===== src/serdes_codec_defs.svh =====
// Register map, field positions and code constants of the codec port
// Function
// - 10-bit mode: word passes unchanged, bit 9 MSB
// - 8-bit mode: bits 7..0 encoded 8b/10b
// - Word bit 8 selects data or control group
// - Four identical independent channels, ten-bit words
// - 10-bit mode: received group shown undecoded
// - 8-bit mode: decoded byte on bits 7..0
// - 8-bit mode: bit 9 flags decode error
// - 8-bit mode: bit 8 flags control character
// - Code tables follow the standard gigabit set
// - Complementary receive word clocks per channel
`ifndef SERDES_CODEC_DEFS_SVH
`define SERDES_CODEC_DEFS_SVH
`define NUM_CH      4
`define REG_CTRL    8'h00
`define REG_STATUS  8'h04
`define REG_MASK    8'h08
`define REG_DISP    8'h0C
`define ST_ERR_LSB  0
`define ST_K_LSB    4
`define DISP_RX_LSB 4
`define K28_6B      6'h0F
`define K28_X       5'h1C
`define A7_4B       4'h7
`endif


===== src/serdes_codec_pkg.sv =====
// Types shared by the codec port modules
package serdes_codec_pkg;
  typedef logic [9:0] code_t;
  typedef enum logic {MODE_10BIT, MODE_8BIT} word_mode_e;
endpackage


===== src/sample_if.sv =====
// Synchronised transmit word and its capture strobe
`timescale 1ns/100ps
interface sample_if;
  serdes_codec_pkg::code_t word;
  logic                    strobe;
  modport src (output word, output strobe);
  modport dst (input word, input strobe);
endinterface


===== src/link_sampler.sv =====
// Samples one channel's host word clock and word into the core clock
`timescale 1ns/100ps
module link_sampler (
  input  wire logic       clk,
  input  wire logic       arst_n,
  input  wire logic       pin_clk,
  input  wire logic [9:0] pin_word,
  sample_if.src           smp
);
  typedef struct packed {
    logic       clk_s1;
    logic       clk_s2;
    logic       clk_s3;
    logic [9:0] word_s1;
    logic [9:0] word_s2;
    logic [9:0] word_out;
    logic       strobe;
  } sampler_s;

  sampler_s st_reg;
  sampler_s st_next;

  always_comb begin
    st_next         = st_reg;
    st_next.clk_s1  = pin_clk;
    st_next.clk_s2  = st_reg.clk_s1;
    st_next.clk_s3  = st_reg.clk_s2;
    st_next.word_s1 = pin_word;
    st_next.word_s2 = st_reg.word_s1;
    st_next.strobe  = 1'b0;
    // Word taken on its own clock's rise
    if (st_reg.clk_s2 && !st_reg.clk_s3) begin
      st_next.word_out = st_reg.word_s2;
      st_next.strobe   = 1'b1;
    end
  end

  always_ff @(posedge clk or negedge arst_n) begin
    if (!arst_n) begin
      st_reg <= '0;
    end else begin
      st_reg <= st_next;
    end
  end

  assign smp.word   = st_reg.word_out;
  assign smp.strobe = st_reg.strobe;
endmodule


===== src/quad_serdes_parallel_codec_port.sv =====
// Four-channel parallel word port with 8b/10b encoder and decoder
//
// Design decisions made here: the register offsets and the strobed register port.
`timescale 1ns/100ps
`include "serdes_codec_defs.svh"
module quad_serdes_parallel_codec_port (
  input  wire logic        clk,
  input  wire logic        arst_n,
  input  wire logic [9:0]  tx_word_ch_a,
  input  wire logic [9:0]  tx_word_ch_b,
  input  wire logic [9:0]  tx_word_ch_c,
  input  wire logic [9:0]  tx_word_ch_d,
  input  wire logic        tx_word_clock_ch_a,
  input  wire logic        tx_word_clock_ch_b,
  input  wire logic        tx_word_clock_ch_c,
  input  wire logic        tx_word_clock_ch_d,
  output logic      [9:0]  tx_code_ch_a,
  output logic      [9:0]  tx_code_ch_b,
  output logic      [9:0]  tx_code_ch_c,
  output logic      [9:0]  tx_code_ch_d,
  output logic      [3:0]  tx_code_valid,
  input  wire logic [9:0]  rx_code_ch_a,
  input  wire logic [9:0]  rx_code_ch_b,
  input  wire logic [9:0]  rx_code_ch_c,
  input  wire logic [9:0]  rx_code_ch_d,
  input  wire logic [3:0]  rx_code_valid,
  output logic      [9:0]  rx_word_ch_a,
  output logic      [9:0]  rx_word_ch_b,
  output logic      [9:0]  rx_word_ch_c,
  output logic      [9:0]  rx_word_ch_d,
  output logic             rx_word_clock_true_ch_a,
  output logic             rx_word_clock_comp_ch_a,
  output logic             rx_word_clock_true_ch_b,
  output logic             rx_word_clock_comp_ch_b,
  output logic             rx_word_clock_true_ch_c,
  output logic             rx_word_clock_comp_ch_c,
  output logic             rx_word_clock_true_ch_d,
  output logic             rx_word_clock_comp_ch_d,
  input  wire logic [7:0]  bus_addr,
  input  wire logic [31:0] bus_wdata,
  input  wire logic        bus_wr,
  input  wire logic        bus_rd,
  output logic      [31:0] bus_rdata,
  output logic             irq
);
  typedef struct packed {
    logic [`NUM_CH-1:0]       mode8;
    logic [7:0]               status;
    logic [7:0]               mask;
    logic [`NUM_CH-1:0]       tx_rd;
    logic [`NUM_CH-1:0]       rx_rd;
    logic [`NUM_CH-1:0][9:0]  tx_code;
    logic [`NUM_CH-1:0]       tx_valid;
    logic [`NUM_CH-1:0][9:0]  rx_word;
    logic [`NUM_CH-1:0]       rxc_true;
    logic [`NUM_CH-1:0]       rxc_comp;
    logic [31:0]              rdata;
    logic                     irq;
  } port_s;

  port_s st_reg;
  port_s st_next;

  logic [`NUM_CH-1:0][9:0] tx_pin_word;
  logic [`NUM_CH-1:0]      tx_pin_clk;
  logic [`NUM_CH-1:0][9:0] rx_code;
  logic [`NUM_CH-1:0][9:0] smp_word;
  logic [`NUM_CH-1:0]      smp_strobe;

  assign tx_pin_word = {tx_word_ch_d, tx_word_ch_c,
                        tx_word_ch_b, tx_word_ch_a};
  assign tx_pin_clk  = {tx_word_clock_ch_d, tx_word_clock_ch_c,
                        tx_word_clock_ch_b, tx_word_clock_ch_a};
  assign rx_code     = {rx_code_ch_d, rx_code_ch_c,
                        rx_code_ch_b, rx_code_ch_a};

  for (genvar gi = 0; gi < `NUM_CH; gi++) begin : g_ch
    sample_if smp ();
    link_sampler u_smp (
      .clk      (clk),
      .arst_n   (arst_n),
      .pin_clk  (tx_pin_clk[gi]),
      .pin_word (tx_pin_word[gi]),
      .smp      (smp.src)
    );
    assign smp_word[gi]   = smp.word;
    assign smp_strobe[gi] = smp.strobe;
  end

  function automatic logic [3:0] ones(input logic [9:0] v);
    logic [3:0] n;
    n = 4'h0;
    for (int i = 0; i < 10; i++) begin
      n = n + {3'h0, v[i]};
    end
    return n;
  endfunction

  // Transmit order a..j maps to bit 0..9
  function automatic logic [9:0] rev10(input logic [9:0] v);
    logic [9:0] r;
    for (int i = 0; i < 10; i++) begin
      r[i] = v[9-i];
    end
    return r;
  endfunction

  function automatic logic [5:0] enc6(input logic [4:0] x,
                                      input logic       rd);
    logic [5:0] c;
    case (x)
      5'h00: c = 6'h27;
      5'h01: c = 6'h1D;
      5'h02: c = 6'h2D;
      5'h03: c = 6'h31;
      5'h04: c = 6'h35;
      5'h05: c = 6'h29;
      5'h06: c = 6'h19;
      5'h07: c = 6'h38;
      5'h08: c = 6'h39;
      5'h09: c = 6'h25;
      5'h0A: c = 6'h15;
      5'h0B: c = 6'h34;
      5'h0C: c = 6'h0D;
      5'h0D: c = 6'h2C;
      5'h0E: c = 6'h1C;
      5'h0F: c = 6'h17;
      5'h10: c = 6'h1B;
      5'h11: c = 6'h23;
      5'h12: c = 6'h13;
      5'h13: c = 6'h32;
      5'h14: c = 6'h0B;
      5'h15: c = 6'h2A;
      5'h16: c = 6'h1A;
      5'h17: c = 6'h3A;
      5'h18: c = 6'h33;
      5'h19: c = 6'h26;
      5'h1A: c = 6'h16;
      5'h1B: c = 6'h36;
      5'h1C: c = 6'h0E;
      5'h1D: c = 6'h2E;
      5'h1E: c = 6'h1E;
      default: c = 6'h2B;
    endcase
    if (rd && (ones({4'h0, c}) != 4'h3 || x == 5'h07)) begin
      c = ~c;
    end
    return c;
  endfunction

  // Four-bit groups, alt selects the A7 form
  function automatic logic [3:0] enc4(input logic [2:0] y,
                                      input logic       rd,
                                      input logic       alt);
    logic [3:0] c;
    case (y)
      3'h0: c = 4'hB;
      3'h1: c = 4'h9;
      3'h2: c = 4'h5;
      3'h3: c = 4'hC;
      3'h4: c = 4'hD;
      3'h5: c = 4'hA;
      3'h6: c = 4'h6;
      default: c = alt ? `A7_4B : 4'hE;
    endcase
    if (rd && (ones({6'h00, c}) != 4'h2 || y == 3'h3)) begin
      c = ~c;
    end
    return c;
  endfunction

  function automatic logic nrd(input logic [9:0] w, input logic rd);
    logic r;
    r = rd;
    if (ones(w) == 4'h6) begin
      r = 1'b1;
    end else if (ones(w) == 4'h4) begin
      r = 1'b0;
    end
    return r;
  endfunction

  function automatic logic kx7(input logic [4:0] x);
    return x == 5'h17 || x == 5'h1B || x == 5'h1D || x == 5'h1E;
  endfunction

  function automatic logic [9:0] enc10(input logic [7:0] b,
                                       input logic       k,
                                       input logic       rd);
    logic [4:0] x;
    logic [2:0] y;
    logic [5:0] c6;
    logic [3:0] c4;
    logic       rd6;
    logic       alt;
    x = b[4:0];
    y = b[7:5];
    // K28 control group when the select bit is high
    if (k && x == `K28_X) begin
      c6 = rd ? ~`K28_6B : `K28_6B;
      // K28.7 takes the alternate four-bit form
      c4 = rd ? ~enc4(y, 1'b1, y == 3'h7) : enc4(y, 1'b1, y == 3'h7);
    end else begin
      c6  = enc6(x, rd);
      rd6 = (ones({4'h0, c6}) == 4'h3) ? rd : ~rd;
      alt = (k && kx7(x)) ||
            (!rd6 && (x == 5'h11 || x == 5'h12 || x == 5'h14)) ||
            (rd6 && (x == 5'h0B || x == 5'h0D || x == 5'h0E));
      c4  = enc4(y, rd6, alt);
    end
    return rev10({c6, c4});
  endfunction

  // Code group to {error, control, byte}
  function automatic logic [9:0] dec10(input logic [9:0] w,
                                       input logic       rd);
    logic [9:0] r;
    logic [5:0] c6;
    logic [3:0] c4;
    logic       rd6;
    logic       hit6;
    logic       hit4;
    logic       k28;
    logic       k;
    logic [4:0] x;
    logic [2:0] y;
    r    = rev10(w);
    c6   = r[9:4];
    c4   = r[3:0];
    hit6 = 1'b0;
    hit4 = 1'b0;
    x    = 5'h00;
    y    = 3'h0;
    k28  = c6 == (rd ? ~`K28_6B : `K28_6B);
    k    = k28;
    for (int i = 0; i < 32; i++) begin
      if (enc6(5'(i), rd) == c6) begin
        hit6 = 1'b1;
        x    = 5'(i);
      end
    end
    if (k28) begin
      hit6 = 1'b1;
      x    = `K28_X;
    end
    rd6 = (ones({4'h0, c6}) == 4'h3) ? rd : ~rd;
    for (int j = 0; j < 8; j++) begin
      if (k28) begin
        if (c4 == (rd ? ~enc4(3'(j), 1'b1, 3'(j) == 3'h7)
                      : enc4(3'(j), 1'b1, 3'(j) == 3'h7))) begin
          hit4 = 1'b1;
          y    = 3'(j);
        end
      end else if (enc4(3'(j), rd6, 1'b0) == c4) begin
        hit4 = 1'b1;
        y    = 3'(j);
      end
    end
    if (!k28 && c4 == enc4(3'h7, rd6, 1'b1)) begin
      hit4 = 1'b1;
      y    = 3'h7;
      k    = kx7(x);
    end
    return {!(hit6 && hit4), k, y, x};
  endfunction

  always_comb begin
    logic [7:0]               events;
    logic [7:0]               clr;
    logic [9:0]               d;
    serdes_codec_pkg::word_mode_e m;
    events           = 8'h00;
    clr              = 8'h00;
    d                = 10'h000;
    m                = serdes_codec_pkg::MODE_10BIT;
    st_next          = st_reg;
    st_next.tx_valid = '0;
    st_next.rdata    = 32'h0000_0000;

    for (int c = 0; c < `NUM_CH; c++) begin
      // One mode bit steers both paths
      m = serdes_codec_pkg::word_mode_e'(st_reg.mode8[c]);
      if (smp_strobe[c]) begin
        st_next.tx_valid[c] = 1'b1;
        case (m)
          serdes_codec_pkg::MODE_8BIT: begin
            // Encode low byte, running disparity kept
            st_next.tx_code[c] = enc10(smp_word[c][7:0],
                                       smp_word[c][8],
                                       st_reg.tx_rd[c]);
            st_next.tx_rd[c]   = nrd(st_next.tx_code[c],
                                     st_reg.tx_rd[c]);
          end
          default: begin
            st_next.tx_code[c] = smp_word[c];
          end
        endcase
      end

      // True clock rises a cycle after data
      st_next.rxc_true[c] = 1'b1;
      st_next.rxc_comp[c] = 1'b0;
      if (rx_code_valid[c]) begin
        st_next.rxc_true[c] = 1'b0;
        st_next.rxc_comp[c] = 1'b1;
        case (m)
          serdes_codec_pkg::MODE_8BIT: begin
            d                   = dec10(rx_code[c], st_reg.rx_rd[c]);
            st_next.rx_word[c]  = d;
            st_next.rx_rd[c]    = nrd(rx_code[c], st_reg.rx_rd[c]);
            events[`ST_ERR_LSB + c] = d[9];
            events[`ST_K_LSB + c]   = d[8];
          end
          default: begin
            st_next.rx_word[c] = rx_code[c];
          end
        endcase
      end
    end

    if (bus_wr) begin
      case (bus_addr)
        `REG_CTRL:   st_next.mode8 = bus_wdata[`NUM_CH-1:0];
        `REG_STATUS: clr = bus_wdata[7:0];
        `REG_MASK:   st_next.mask = bus_wdata[7:0];
        default:     clr = 8'h00;
      endcase
    end
    // New events beat a same-cycle clear
    st_next.status = (st_reg.status & ~clr) | events;
    st_next.irq    = |(st_next.status & st_next.mask);

    if (bus_rd) begin
      case (bus_addr)
        `REG_CTRL:   st_next.rdata = {28'h0, st_reg.mode8};
        `REG_STATUS: st_next.rdata = {24'h0, st_reg.status};
        `REG_MASK:   st_next.rdata = {24'h0, st_reg.mask};
        `REG_DISP:   st_next.rdata = {24'h0, st_reg.rx_rd, st_reg.tx_rd};
        default:     st_next.rdata = 32'h0000_0000;
      endcase
    end
  end

  always_ff @(posedge clk or negedge arst_n) begin
    if (!arst_n) begin
      st_reg          <= '0;
      st_reg.rxc_comp <= '1;
    end else begin
      st_reg <= st_next;
    end
  end

  assign tx_code_ch_a            = st_reg.tx_code[0];
  assign tx_code_ch_b            = st_reg.tx_code[1];
  assign tx_code_ch_c            = st_reg.tx_code[2];
  assign tx_code_ch_d            = st_reg.tx_code[3];
  assign tx_code_valid           = st_reg.tx_valid;
  assign rx_word_ch_a            = st_reg.rx_word[0];
  assign rx_word_ch_b            = st_reg.rx_word[1];
  assign rx_word_ch_c            = st_reg.rx_word[2];
  assign rx_word_ch_d            = st_reg.rx_word[3];
  assign rx_word_clock_true_ch_a = st_reg.rxc_true[0];
  assign rx_word_clock_comp_ch_a = st_reg.rxc_comp[0];
  assign rx_word_clock_true_ch_b = st_reg.rxc_true[1];
  assign rx_word_clock_comp_ch_b = st_reg.rxc_comp[1];
  assign rx_word_clock_true_ch_c = st_reg.rxc_true[2];
  assign rx_word_clock_comp_ch_c = st_reg.rxc_comp[2];
  assign rx_word_clock_true_ch_d = st_reg.rxc_true[3];
  assign rx_word_clock_comp_ch_d = st_reg.rxc_comp[3];
  assign bus_rdata               = st_reg.rdata;
  assign irq                     = st_reg.irq;
endmodule


===== config.mk =====
export PLATFORM = sky130hd
export DESIGN_NAME = quad_serdes_parallel_codec_port
export DESIGN_NICKNAME = d
export VERILOG_FILES = /design/src/serdes_codec_pkg.sv /design/src/sample_if.sv /design/src/link_sampler.sv /design/src/quad_serdes_parallel_codec_port.sv
export VERILOG_INCLUDE_DIRS = /design/src
export SDC_FILE = /design/constraint.sdc
export NUM_CORES = 1
export LEC_CHECK = 0
export BUFFER_PORTS_ARGS = -buffer_cell sky130_fd_sc_hd__buf_4
export CORE_MARGIN = 2
export CORE_UTILIZATION = 61
export DETAILED_ROUTE_END_ITERATION = 8
export GPL_TIMING_DRIVEN = 0
export HOLD_SLACK_MARGIN = 0.05
export PLACE_DENSITY = 0.83
export SYNTH_ARGS = -nofsm -noshare
export SYNTH_HDL_FRONTEND = slang
export SYNTH_SLANG_ARGS = --single-unit

===== constraint.sdc =====
create_clock -name clk -period 16.04 [get_ports clk]
set_clock_uncertainty 0.05 [all_clocks]
set_input_delay 1.604 -clock clk [delete_from_list [all_inputs] [get_ports clk]]
set_output_delay 1.604 -clock clk [all_outputs]
set_load 0.02 [all_outputs]

* Word-level counts from Yosys, hierarchy flattened *
Memory sizes are Yosys's and may differ from the RTL's.
Index checks and enable logic that the tools add are counted.

storage, ports and cells
  bits in read-only memories = 768
  word-level logic and storage cells = 3906
  memories kept = 4
  bits in registers = 289

cells by class
  equal/unequal tests = 515
  bitwise logic cells = 256
  reductions and logical operators = 291
  add/sub/neg operators = 956
  multiplexer cells = 1832

memories
  name              depth  bits a word  rd ports  clocked after memory_dff  wr ports  line                                    text
  (name not given)  32     6            1         0                         0         quad_serdes_parallel_codec_port.sv:111  case (x)
  (name not given)  32     6            1         0                         0         quad_serdes_parallel_codec_port.sv:111
  (name not given)  32     6            1         0                         0         quad_serdes_parallel_codec_port.sv:111
  (name not given)  32     6            1         0                         0         quad_serdes_parallel_codec_port.sv:111

operators with widths
  cell                  count
  $mux W6               688
  $mux W4               572
  $add A4 B1 Y4         320
  $add A3 B1 Y4         212
  $eq A6 B6 Y1          132
  $not A6 Y6            132
  $ne A4 B2 Y1 const B  196
  $add A2 B1 Y3         212
  $mux W5               118
  $not A4 Y4            112
  $add A1 B1 Y2         212
  $mux W1               330
  $mux W3               100
  $eq A4 B4 Y1          68
  $eq A5 B5 Y1 const B  48
  $pmux W4 S7           8
  $logic_and A1 B1 Y1   192
  $mux W10              8
  $eq A4 B3 Y1 const B  16
  $eq A5 B4 Y1 const B  12
  $logic_or A1 B1 Y1    60
  $eq A3 B3 Y1 const B  16
  $mux W8               5
  $eq A4 B2 Y1 const B  8
  other kinds (18)      73

* Logic depth before layout (Yosys ltp) *
Gate-level depths: netlist of run 1.

  word-level depth = 57
  mapped depth = 49

* Hierarchy *
A second synthesis of run 1 with hierarchy kept.

second synthesis, totals
  cells, all modules = 2583
  area total of the unflattened synthesis = 23057.1 sq um

modules (own cells, without submodules)
  module                           cells an instance  area an instance (sq um)  seq. area each (sq um)  times used
  quad_serdes_parallel_codec_port  2359               18632.9                   3233.1                  1
  link_sampler                     56                 1106.1                    850.8                   4

* Least setup slack after synthesis of run 1 *
Ideal clock, no wire load.

  kind = reg2reg
  from = register g_ch[3].u_smp.st_reg, in the netlist g_ch[3].u_smp.smp.word[0]
  to = register st_reg[132] in the netlist's numbering
  required time = 15865 ps
  library setup time = 125 ps
  period minus slack after synthesis = 11279 ps
  stages on the path, launching flop included = 47
  path slack = 4761 ps
  arrival = 11104 ps
  path through = dfrtp_1 -> inv_1 -> ha_1 -> nor2b_1 -> nor2b_1 -> a311oi_1 -> inv_1 -> fa_1 -> inv_1 -> fa_1 -> inv_1 -> ha_1 -> inv_1 -> fa_1 -> o31ai_2 -> xor2_1 -> ha_1 -> inv_1 -> [... 11 more ...] -> inv_1 -> ha_1 -> ha_1 -> a31oi_1 -> a21o_1 -> mux2i_1 -> nor2_1 -> inv_1 -> fa_1 -> fa_1 -> inv_1 -> fa_1 -> ha_1 -> fa_1 -> a2111oi_0 -> a21oi_1 -> nor3_1 -> mux2_2

between the ends
  longest elaborated chain between the ends = 49

ends and longest elaborated chain
  item                                 line                                                                            text
  start: declaration                   link_sampler.sv:20                                                              sampler_s st_reg;
  start signal: assignment             link_sampler.sv:42                                                              st_reg <= st_next;
  $mem_v2 Z32 W6                       n/a
  $mux W6                              quad_serdes_parallel_codec_port.sv:199                                          if (k && x == `K28_X) begin
  $mux W6                              quad_serdes_parallel_codec_port.sv:285                                          case (m)
  $mux W6                              quad_serdes_parallel_codec_port.sv:283                                          if (smp_strobe[c]) begin
  $add A1 B1 Y2                        quad_serdes_parallel_codec_port.sv:94                                           n = n + {3'h0, v[i]};
  $add A2 B1 Y3                        quad_serdes_parallel_codec_port.sv:94
  $add A3 B1 Y4                        quad_serdes_parallel_codec_port.sv:94
  $add A4 B1 Y4 (2 in series)          quad_serdes_parallel_codec_port.sv:94
  [... 30 more ...]                    n/a
  $mux W4                              quad_serdes_parallel_codec_port.sv:199
  $mux W4                              quad_serdes_parallel_codec_port.sv:285
  $mux W4                              quad_serdes_parallel_codec_port.sv:283
  $add A4 B1 Y4 (3 in series)          quad_serdes_parallel_codec_port.sv:94
  $add A4 B1 Y4 (*)                    quad_serdes_parallel_codec_port.sv:94
  $eq A4 B3 Y1 (on tied branches)      quad_serdes_parallel_codec_port.sv:175, quad_serdes_parallel_codec_port.sv:177
  $reduce_bool A2 Y1 (no source line)  n/a
  $reduce_and A3 Y1 (no source line)   n/a
  end signal: assignment               quad_serdes_parallel_codec_port.sv:349                                          st_reg <= st_next;
  end: declaration                     quad_serdes_parallel_codec_port.sv:61                                           port_s st_reg;

Mark *: on every way between the ends. The rest lies on a longest branch, timed or not. The select of a mux whose other input is x is not followed.
A chain may end at the register's enable or synchronous reset.

* Worst setup path after layout of run 1 *
  from = register g_ch[3].u_smp.st_reg, in the netlist g_ch[3].u_smp.smp.word[2]
  to = register st_reg[132] in the netlist's numbering

Same word-level chain as after synthesis.

==> results.md, run 1 <==
- Final setup vio count: 0
- Post-route setup TNS: 0 ps
- Startpoint Class: flop
- DRT Pass-1 Iters: 6
- Postcts setup bufs: 0
- Inserted Clock Buffers: 30
- Post-route setup slack: 3350 ps
- Setup CP Type: flop to flop
- CP max FO: 10
- Initial Utilization: 61.6%
- Port-buffer cells: slightly above 200
- CTS max path bufs: 3
- Worst hold path class: flop to flop
- Vias in the first global route: about 20000
- Routed WL: ~64000 um
- Number of library cell types mapped by synthesis: 101
- H-tree depth: 1
- Leak pwr: roughly 12 nW
- Fmax achieved: a little under 0.08 GHz
- Crit. End Element: flop
- Worst R2R Start: g_ch[3].u_smp.smp.word[2]$_DFFE_PN0P_
- CP arrival: approximately 13000 ps
- Hold_buf cts: 0
- Worst slew pin tran: 1190 ps
- Reg2Reg Capture Point: st_reg[132]$_DFFE_PN0P_
- CTS Root Cell: clkbuf_16
- Total Routing Usage GR: 33.3%
- Max reg flops: 48
- Die width: roughly 200 um
- Crit path time final: about 13000 ps
- Peak VDD IR: about 280 uV
- Period Utilization, post-route: 79.1%
- Area of the mapped netlist: 0.0224 mm^2
- Top-count cell post-synth: dfrtp_1
- Post-synth EDFFs: 0
- Synth async-reset ratio: between 90% and 100%
- Residual DRC: 0
- Sequential-to-total area share from yosys stat: 29.6%
- Worst-Skew Late Latency: between 500 and 600 ps
- Slew Viols, Final: 0
- Hold Vio Cnt, Final: 0
- First-pass GRT wire length: about 100000 um
- Status: finished, final reports clean
- Dominant cell type by area after synthesis: dfrtp_1
- Worst slack at placement: around 3500 ps
- CTS tree: yes
- Syn Inst Count: roughly 2600
- Routed via count: a little over 20000
- DP Cell Count: ~3300
- Post-route insts no fill: 3321
- Final #Nets: 3135
- Post-DP HPWL: a little under 50000 um
- Top-Level Pins: 257
- Commonest cells post-synth: dfrtp_1, nand2_1, inv_1
- RSZ-0062 raised after global routing: no
- CTS resizes: 0
- Crit. Startpoint: g_ch[3].u_smp.smp.word[2]$_DFFE_PN0P_
- Worst path slowest cell: o31ai_2
- Largest net degree at the start of global routing: 124
- DRT antenna net count: 0
- Die ar.: about 0.038 mm^2
- P&R area growth vs syn: 14.9%
- Avg Cell Area, Syn: around 8.7 um^2
- Die H: ~200 um
- Reg clk slew, reported paths: roughly 60 ps
- Flops & latches, synth: around 270
- Layout cell share with drive strength beyond 1: around 19%
- Power, Total: 5.45 mW
- CP Data Required Time: ~16000 ps
- Cell Pwr Density: between 200 and 250 mW/mm^2
- R2R depth: between 40 and 50
- R2r setup slk: ~3300 ps
- Max-Cap Viols: 0
- Top FF cell, synth: dfrtp_1
- Synth warn: 0
- Row count: 70
- Yosys top cell area share: between 20% and 30%
- CP endpoint: st_reg[132]$_DFFE_PN0P_
- Vias per cell: 6.12
- Ranking of synthesized cells by area: dfrtp_1, fa_1, ha_1, mux2_2, buf_4
- Core area: approximately 0.036 mm^2
- Post-DR wirelength/cell: between 15 and 20 um
- Total gr overflow: 0
- Slowest cell delay on critical path: a little over 700 ps
- Worst hold slack: slightly below 300 ps
- Initial drt markers: around 1800
- Clk sinks: between 200 and 300
- Antenna violations before repair: 4
- Normalized max-slew margin: slightly above 20%
- Final Wtd Congestion: 0.996
## through the flow
step                      area [um^2]  utilization, %
after detailed placement        24700            67.9
after global placement          24600            67.7
final                           25700            70.8
after floorplan                 22500               -
after CTS                       25700            70.7
after global routing            25700            70.8
## where the power goes
group | internal (mW) | switching (mW)
Clock | 0.422 | 0.296
Combinational | 1.70 | 2.18
Sequential | 0.782 | 0.0722
## worst min path at each step
stage	from	end	slack, ps	cells past startpoint
5_1_grt	g_ch[2].u_smp.st_next[12]$_DFF_PN0_	g_ch[2].u_smp.st_reg[12]$_DFF_PN0_	300	0
2_1_floorplan	g_ch[0].u_smp.st_next[32]$_DFF_PN0_	g_ch[0].u_smp.st_next[31]$_DFF_PN0_	280	0
6_report	g_ch[1].u_smp.st_next[19]$_DFF_PN0_	g_ch[1].u_smp.st_reg[19]$_DFF_PN0_	300	0
3_3_place_gp	g_ch[3].u_smp.st_next[11]$_DFF_PN0_	g_ch[3].u_smp.st_reg[11]$_DFF_PN0_	280	0
3_5_place_dp	g_ch[1].u_smp.st_next[14]$_DFF_PN0_	g_ch[1].u_smp.st_reg[14]$_DFF_PN0_	290	0
4_1_cts	g_ch[1].u_smp.st_next[19]$_DFF_PN0_	g_ch[1].u_smp.st_reg[19]$_DFF_PN0_	300	0
## worst max-delay path, delay by kind of cell (launching register included)
kind                       cells  cell delay [ps]
adders and majority gates     16             5930
AOI/OAI and AO/OA              8             2980
buffers and inverters         12             1510
and+or+nand+nor                5              730
DFF                            1              450
xor gates and xnor gates       2              450
muxes                          2              430
## layout make-up
type	instances	area (um^2)
clock inverters	16	194
multi-input cells	1860	13600
fillers	2813	10600
clock buffers	40	848
flip-flops and latches	265	6640
repair buffers	208	1610
well taps	468	586
diodes	3	7.51
plain buffers	268	1480
inverters	193	724
## layer usage
layer	wire length [um]	vias up	track usage (%)
li1	-	9442	-
met2	30000	925	54.4
met5	13	-	0
met4	2140	2	12.3
met3	4920	158	4.27
met1	27000	9782	45.7
## layout by cell type (no fill, tap or decap), types with 99 or more instances in the layout
master	count
a21oi_1	135
buf_4	321
clkbuf_1	119
dfrtp_1	261
ha_1	99
inv_1	191
nand2_1	223
nor2_1	180
o21ai_0	121
## logic make-up (layout without fill, tap and decap cells)
family | Yosys count | after routing | synth area share (%)
fa+ha+maj | 177 | 177 | 12.5
mux | 154 | 154 | 7.56
xor+xnor | 79 | 79 | 3.15
other cells | 1 | 27 | 0.0167
compound gates | 612 | 612 | 18.6
buf+inv | 461 | 725 | 9.85
simple gates | 814 | 814 | 18.7
flops | 265 | 265 | 29.6
No activity file was read; power rests on OpenSTA's default activity.
==> run 2: changes to the inputs <==
ABC_AREA = 1   (was default)
CORE_UTILIZATION = 54   (was 61)
PLACE_DENSITY = 0.78   (was 0.83)
clock period = 11.2 ns   (was 16.04 ns; I/O delays follow)
==> results.md, run 2 <==
- DRT antenna net count: 0
- Final-layout fill cell count: 3400
- Yosys top cell area share: a little under a third
- Most common cell after layout, fill and taps aside: nand2_1
- Flops & latches, synth: about 270
- Cell Pwr Density: approximately 250 mW/mm^2
- Post-route setup slack: about 490 ps
- CTS max path bufs: 3
- Largest net degree at the start of global routing: 120
- Number of library cell types mapped by synthesis: 75
- Dominant cell type by area after synthesis: dfrtp_1
- Storage element area: 0.00665 mm^2
- Total gr overflow: 0
- Post-synth EDFFs: 0
- Most used cell, CP: inv_1
- Synth async-reset ratio: 100%
- Final setup vio count: 0
- Startpoint Class: flop
- Period Utilization, post-route: 95.6%
- CP Data Required Time: between 10000 and 15000 ps
- Inserted Clock Buffers: 30
- Commonest cells post-synth: nand2_1, inv_1, dfrtp_1
- Worst hold path class: flop to flop
- Top-Level Pins: roughly 260
- Row count: 72
- Worst slack at placement: -428 ps
- Max reg flops: between 40 and 50
- Vias in the first global route: roughly 19000
- Final Wtd Congestion: between 0.9 and 1
- Top FF cell, synth: dfrtp_1
- Status: finished, final reports clean
- Sequential-to-total area share from yosys stat: between 30% and 40%
- Area of the multi-input gates: around 0.012 mm^2
- Worst path bufs/invs: 12
- Setup CP Type: flop to flop
- Placed instance area: ~0.023 mm^2
- Initial Utilization: 54.3%
- Worst Hold Depth: 0
- Hold_buf cts: 0
- H-tree depth: 1
- Hold Vio Cnt, Final: 0
- CTS tree: yes
- Most frequent cells in the layout: nand2_1, inv_1, buf_4
- Leak pwr: around 13 nW
- Total Routing Usage GR: around 28%
- Worst slew pin tran: approximately 1000 ps
- Post-DP HPWL: between 40000 and 50000 um
- Worst path slowest cell: fa_1
- WP depth: 49
- Layout cell share with drive strength beyond 1: 17.9%
- Slowest cell delay on critical path: 530 ps
- Peak VDD IR: roughly 250 uV
- Post-DR wirelength/cell: 16.0 um
- Ranking of synthesized cells by area: dfrtp_1, nand2_1, fa_1, inv_1, ha_1
- Residual DRC: 0
- Die width: between 200 and 250 um
- Syn Inst Count: 2715
- Die H: about 200 um
- CP arrival: 11130 ps
- CP max FO: 7
- CTS Root Cell: clkbuf_16
- RSZ-0062 raised after global routing: yes
- Final #Nets: approximately 3300
- Die ar.: 0.0403 mm^2
- Max-Cap Viols: 0
- Routed via count: approximately 19000
- Top-count cell post-synth: nand2_1
- Port-buffer cells: roughly 210
- Core Util, Final: 63.8%
- Reg clk slew, reported paths: about 60 ps
- Routed WL: roughly 57000 um
- Fmax achieved: a little over 0.09 GHz
- Area of the mapped netlist: 0.0209 mm^2
- Normalized max-slew margin: 34.1%
- Slew Viols, Final: 0
- Antenna violations before repair: 3
- Avg Cell Area, Syn: about 7.7 um^2
- Vias per cell: 5.44
- Core area: just under 0.04 mm^2
- Crit path time final: between 10000 and 15000 ps
- Post-route cell area: between 0.02 and 0.025 mm^2
- First-pass GRT wire length: about 93000 um
- CP top delay family: adder cells
- Initial drt markers: around 1400
- DRT Pass-1 Iters: 6
- Worst-Skew Late Latency: 580 ps
- Clk sinks: approximately 270
- P&R area growth vs syn: 17.4%
- Crit. End Element: flop
- R2R depth: between 40 and 50
- Synth warn: 0
## run 2: path summary, 6_finish.rpt
path	slack [ps]	start	to
worst max-delay path	490	g_ch[0].u_smp.smp.word[1]$_DFFE_PN0P_	st_reg[129]$_DFFE_PN0P_
worst min-delay path	290	g_ch[0].u_smp.st_next[12]$_DFF_PN0_	g_ch[0].u_smp.st_reg[12]$_DFF_PN0_
worst max register to register	490	g_ch[0].u_smp.smp.word[1]$_DFFE_PN0P_	st_reg[129]$_DFFE_PN0P_
worst min register to register	290	g_ch[0].u_smp.st_next[12]$_DFF_PN0_	g_ch[0].u_smp.st_reg[12]$_DFF_PN0_
max in group asynchronous	9810	arst_n	g_ch[3].u_smp.smp.word[0]$_DFFE_PN0P_
min in group asynchronous	350	arst_n	g_ch[0].u_smp.smp.word[2]$_DFFE_PN0P_
## run 2: what timing repair did
action                                  in CTS  in global routing
endpoints found under the setup margin       2                  3
resized for setup                            4                 39
pin swaps                                    1                  2
setup buffers                                1                  8
## run 2: power breakdown
group | switching [mW] | internal, mW | total (mW)
Sequential | 0.0719 | 1.05 | 1.13
Combinational | 2.36 | 1.66 | 4.02
Clock | 0.411 | 0.631 | 1.04
## run 2: kinds of logic (layout without fill, tap and decap cells)
group | after synthesis | in the layout | share of synthesized area (%)
simple gates | 1132 | 1132 | 24.0
buf+inv | 576 | 849 | 12.7
compound gates | 472 | 472 | 13.8
flops | 265 | 265 | 31.8
fa+ha+maj | 177 | 177 | 13.4
xor+xnor | 86 | 86 | 4.04
mux | 6 | 6 | 0.311
other cells | 1 | 26 | 0.0179
## run 2: metal layers
layer,GRT usage (%),routed length [um],part of all wire [%]
met2,46.6,26700,47
met4,8.41,1620,2.9
met5,0,16,0.028
met3,3.77,3770,6.7
met1,37.9,24400,43
## run 2: metrics by stage
stage | power, mW | std cells | TNS [ps] | hold slack, ps
floorplan | 3.97 | 2738 | 0 | 281
global placement | 4.63 | 3464 | -11.1 | 281
detailed placement | 4.93 | 3466 | -428 | 285
CTS | 6.05 | 3522 | 0 | 293
global route | 6.82 | 3531 | -79.0 | 294
finish | 6.19 | 3531 | 0 | 288
## run 2: cell type report
cell class	instances	share of cell area, %
multi-input combinational	1897	48.2
buffer	162	4.47
clock buffer	40	3.50
inverter	413	6.35
clock inverter	15	0.806
timing repair buffer	219	6.89
sequential	265	27.1
tap	518	2.64
antenna	2	0.0204
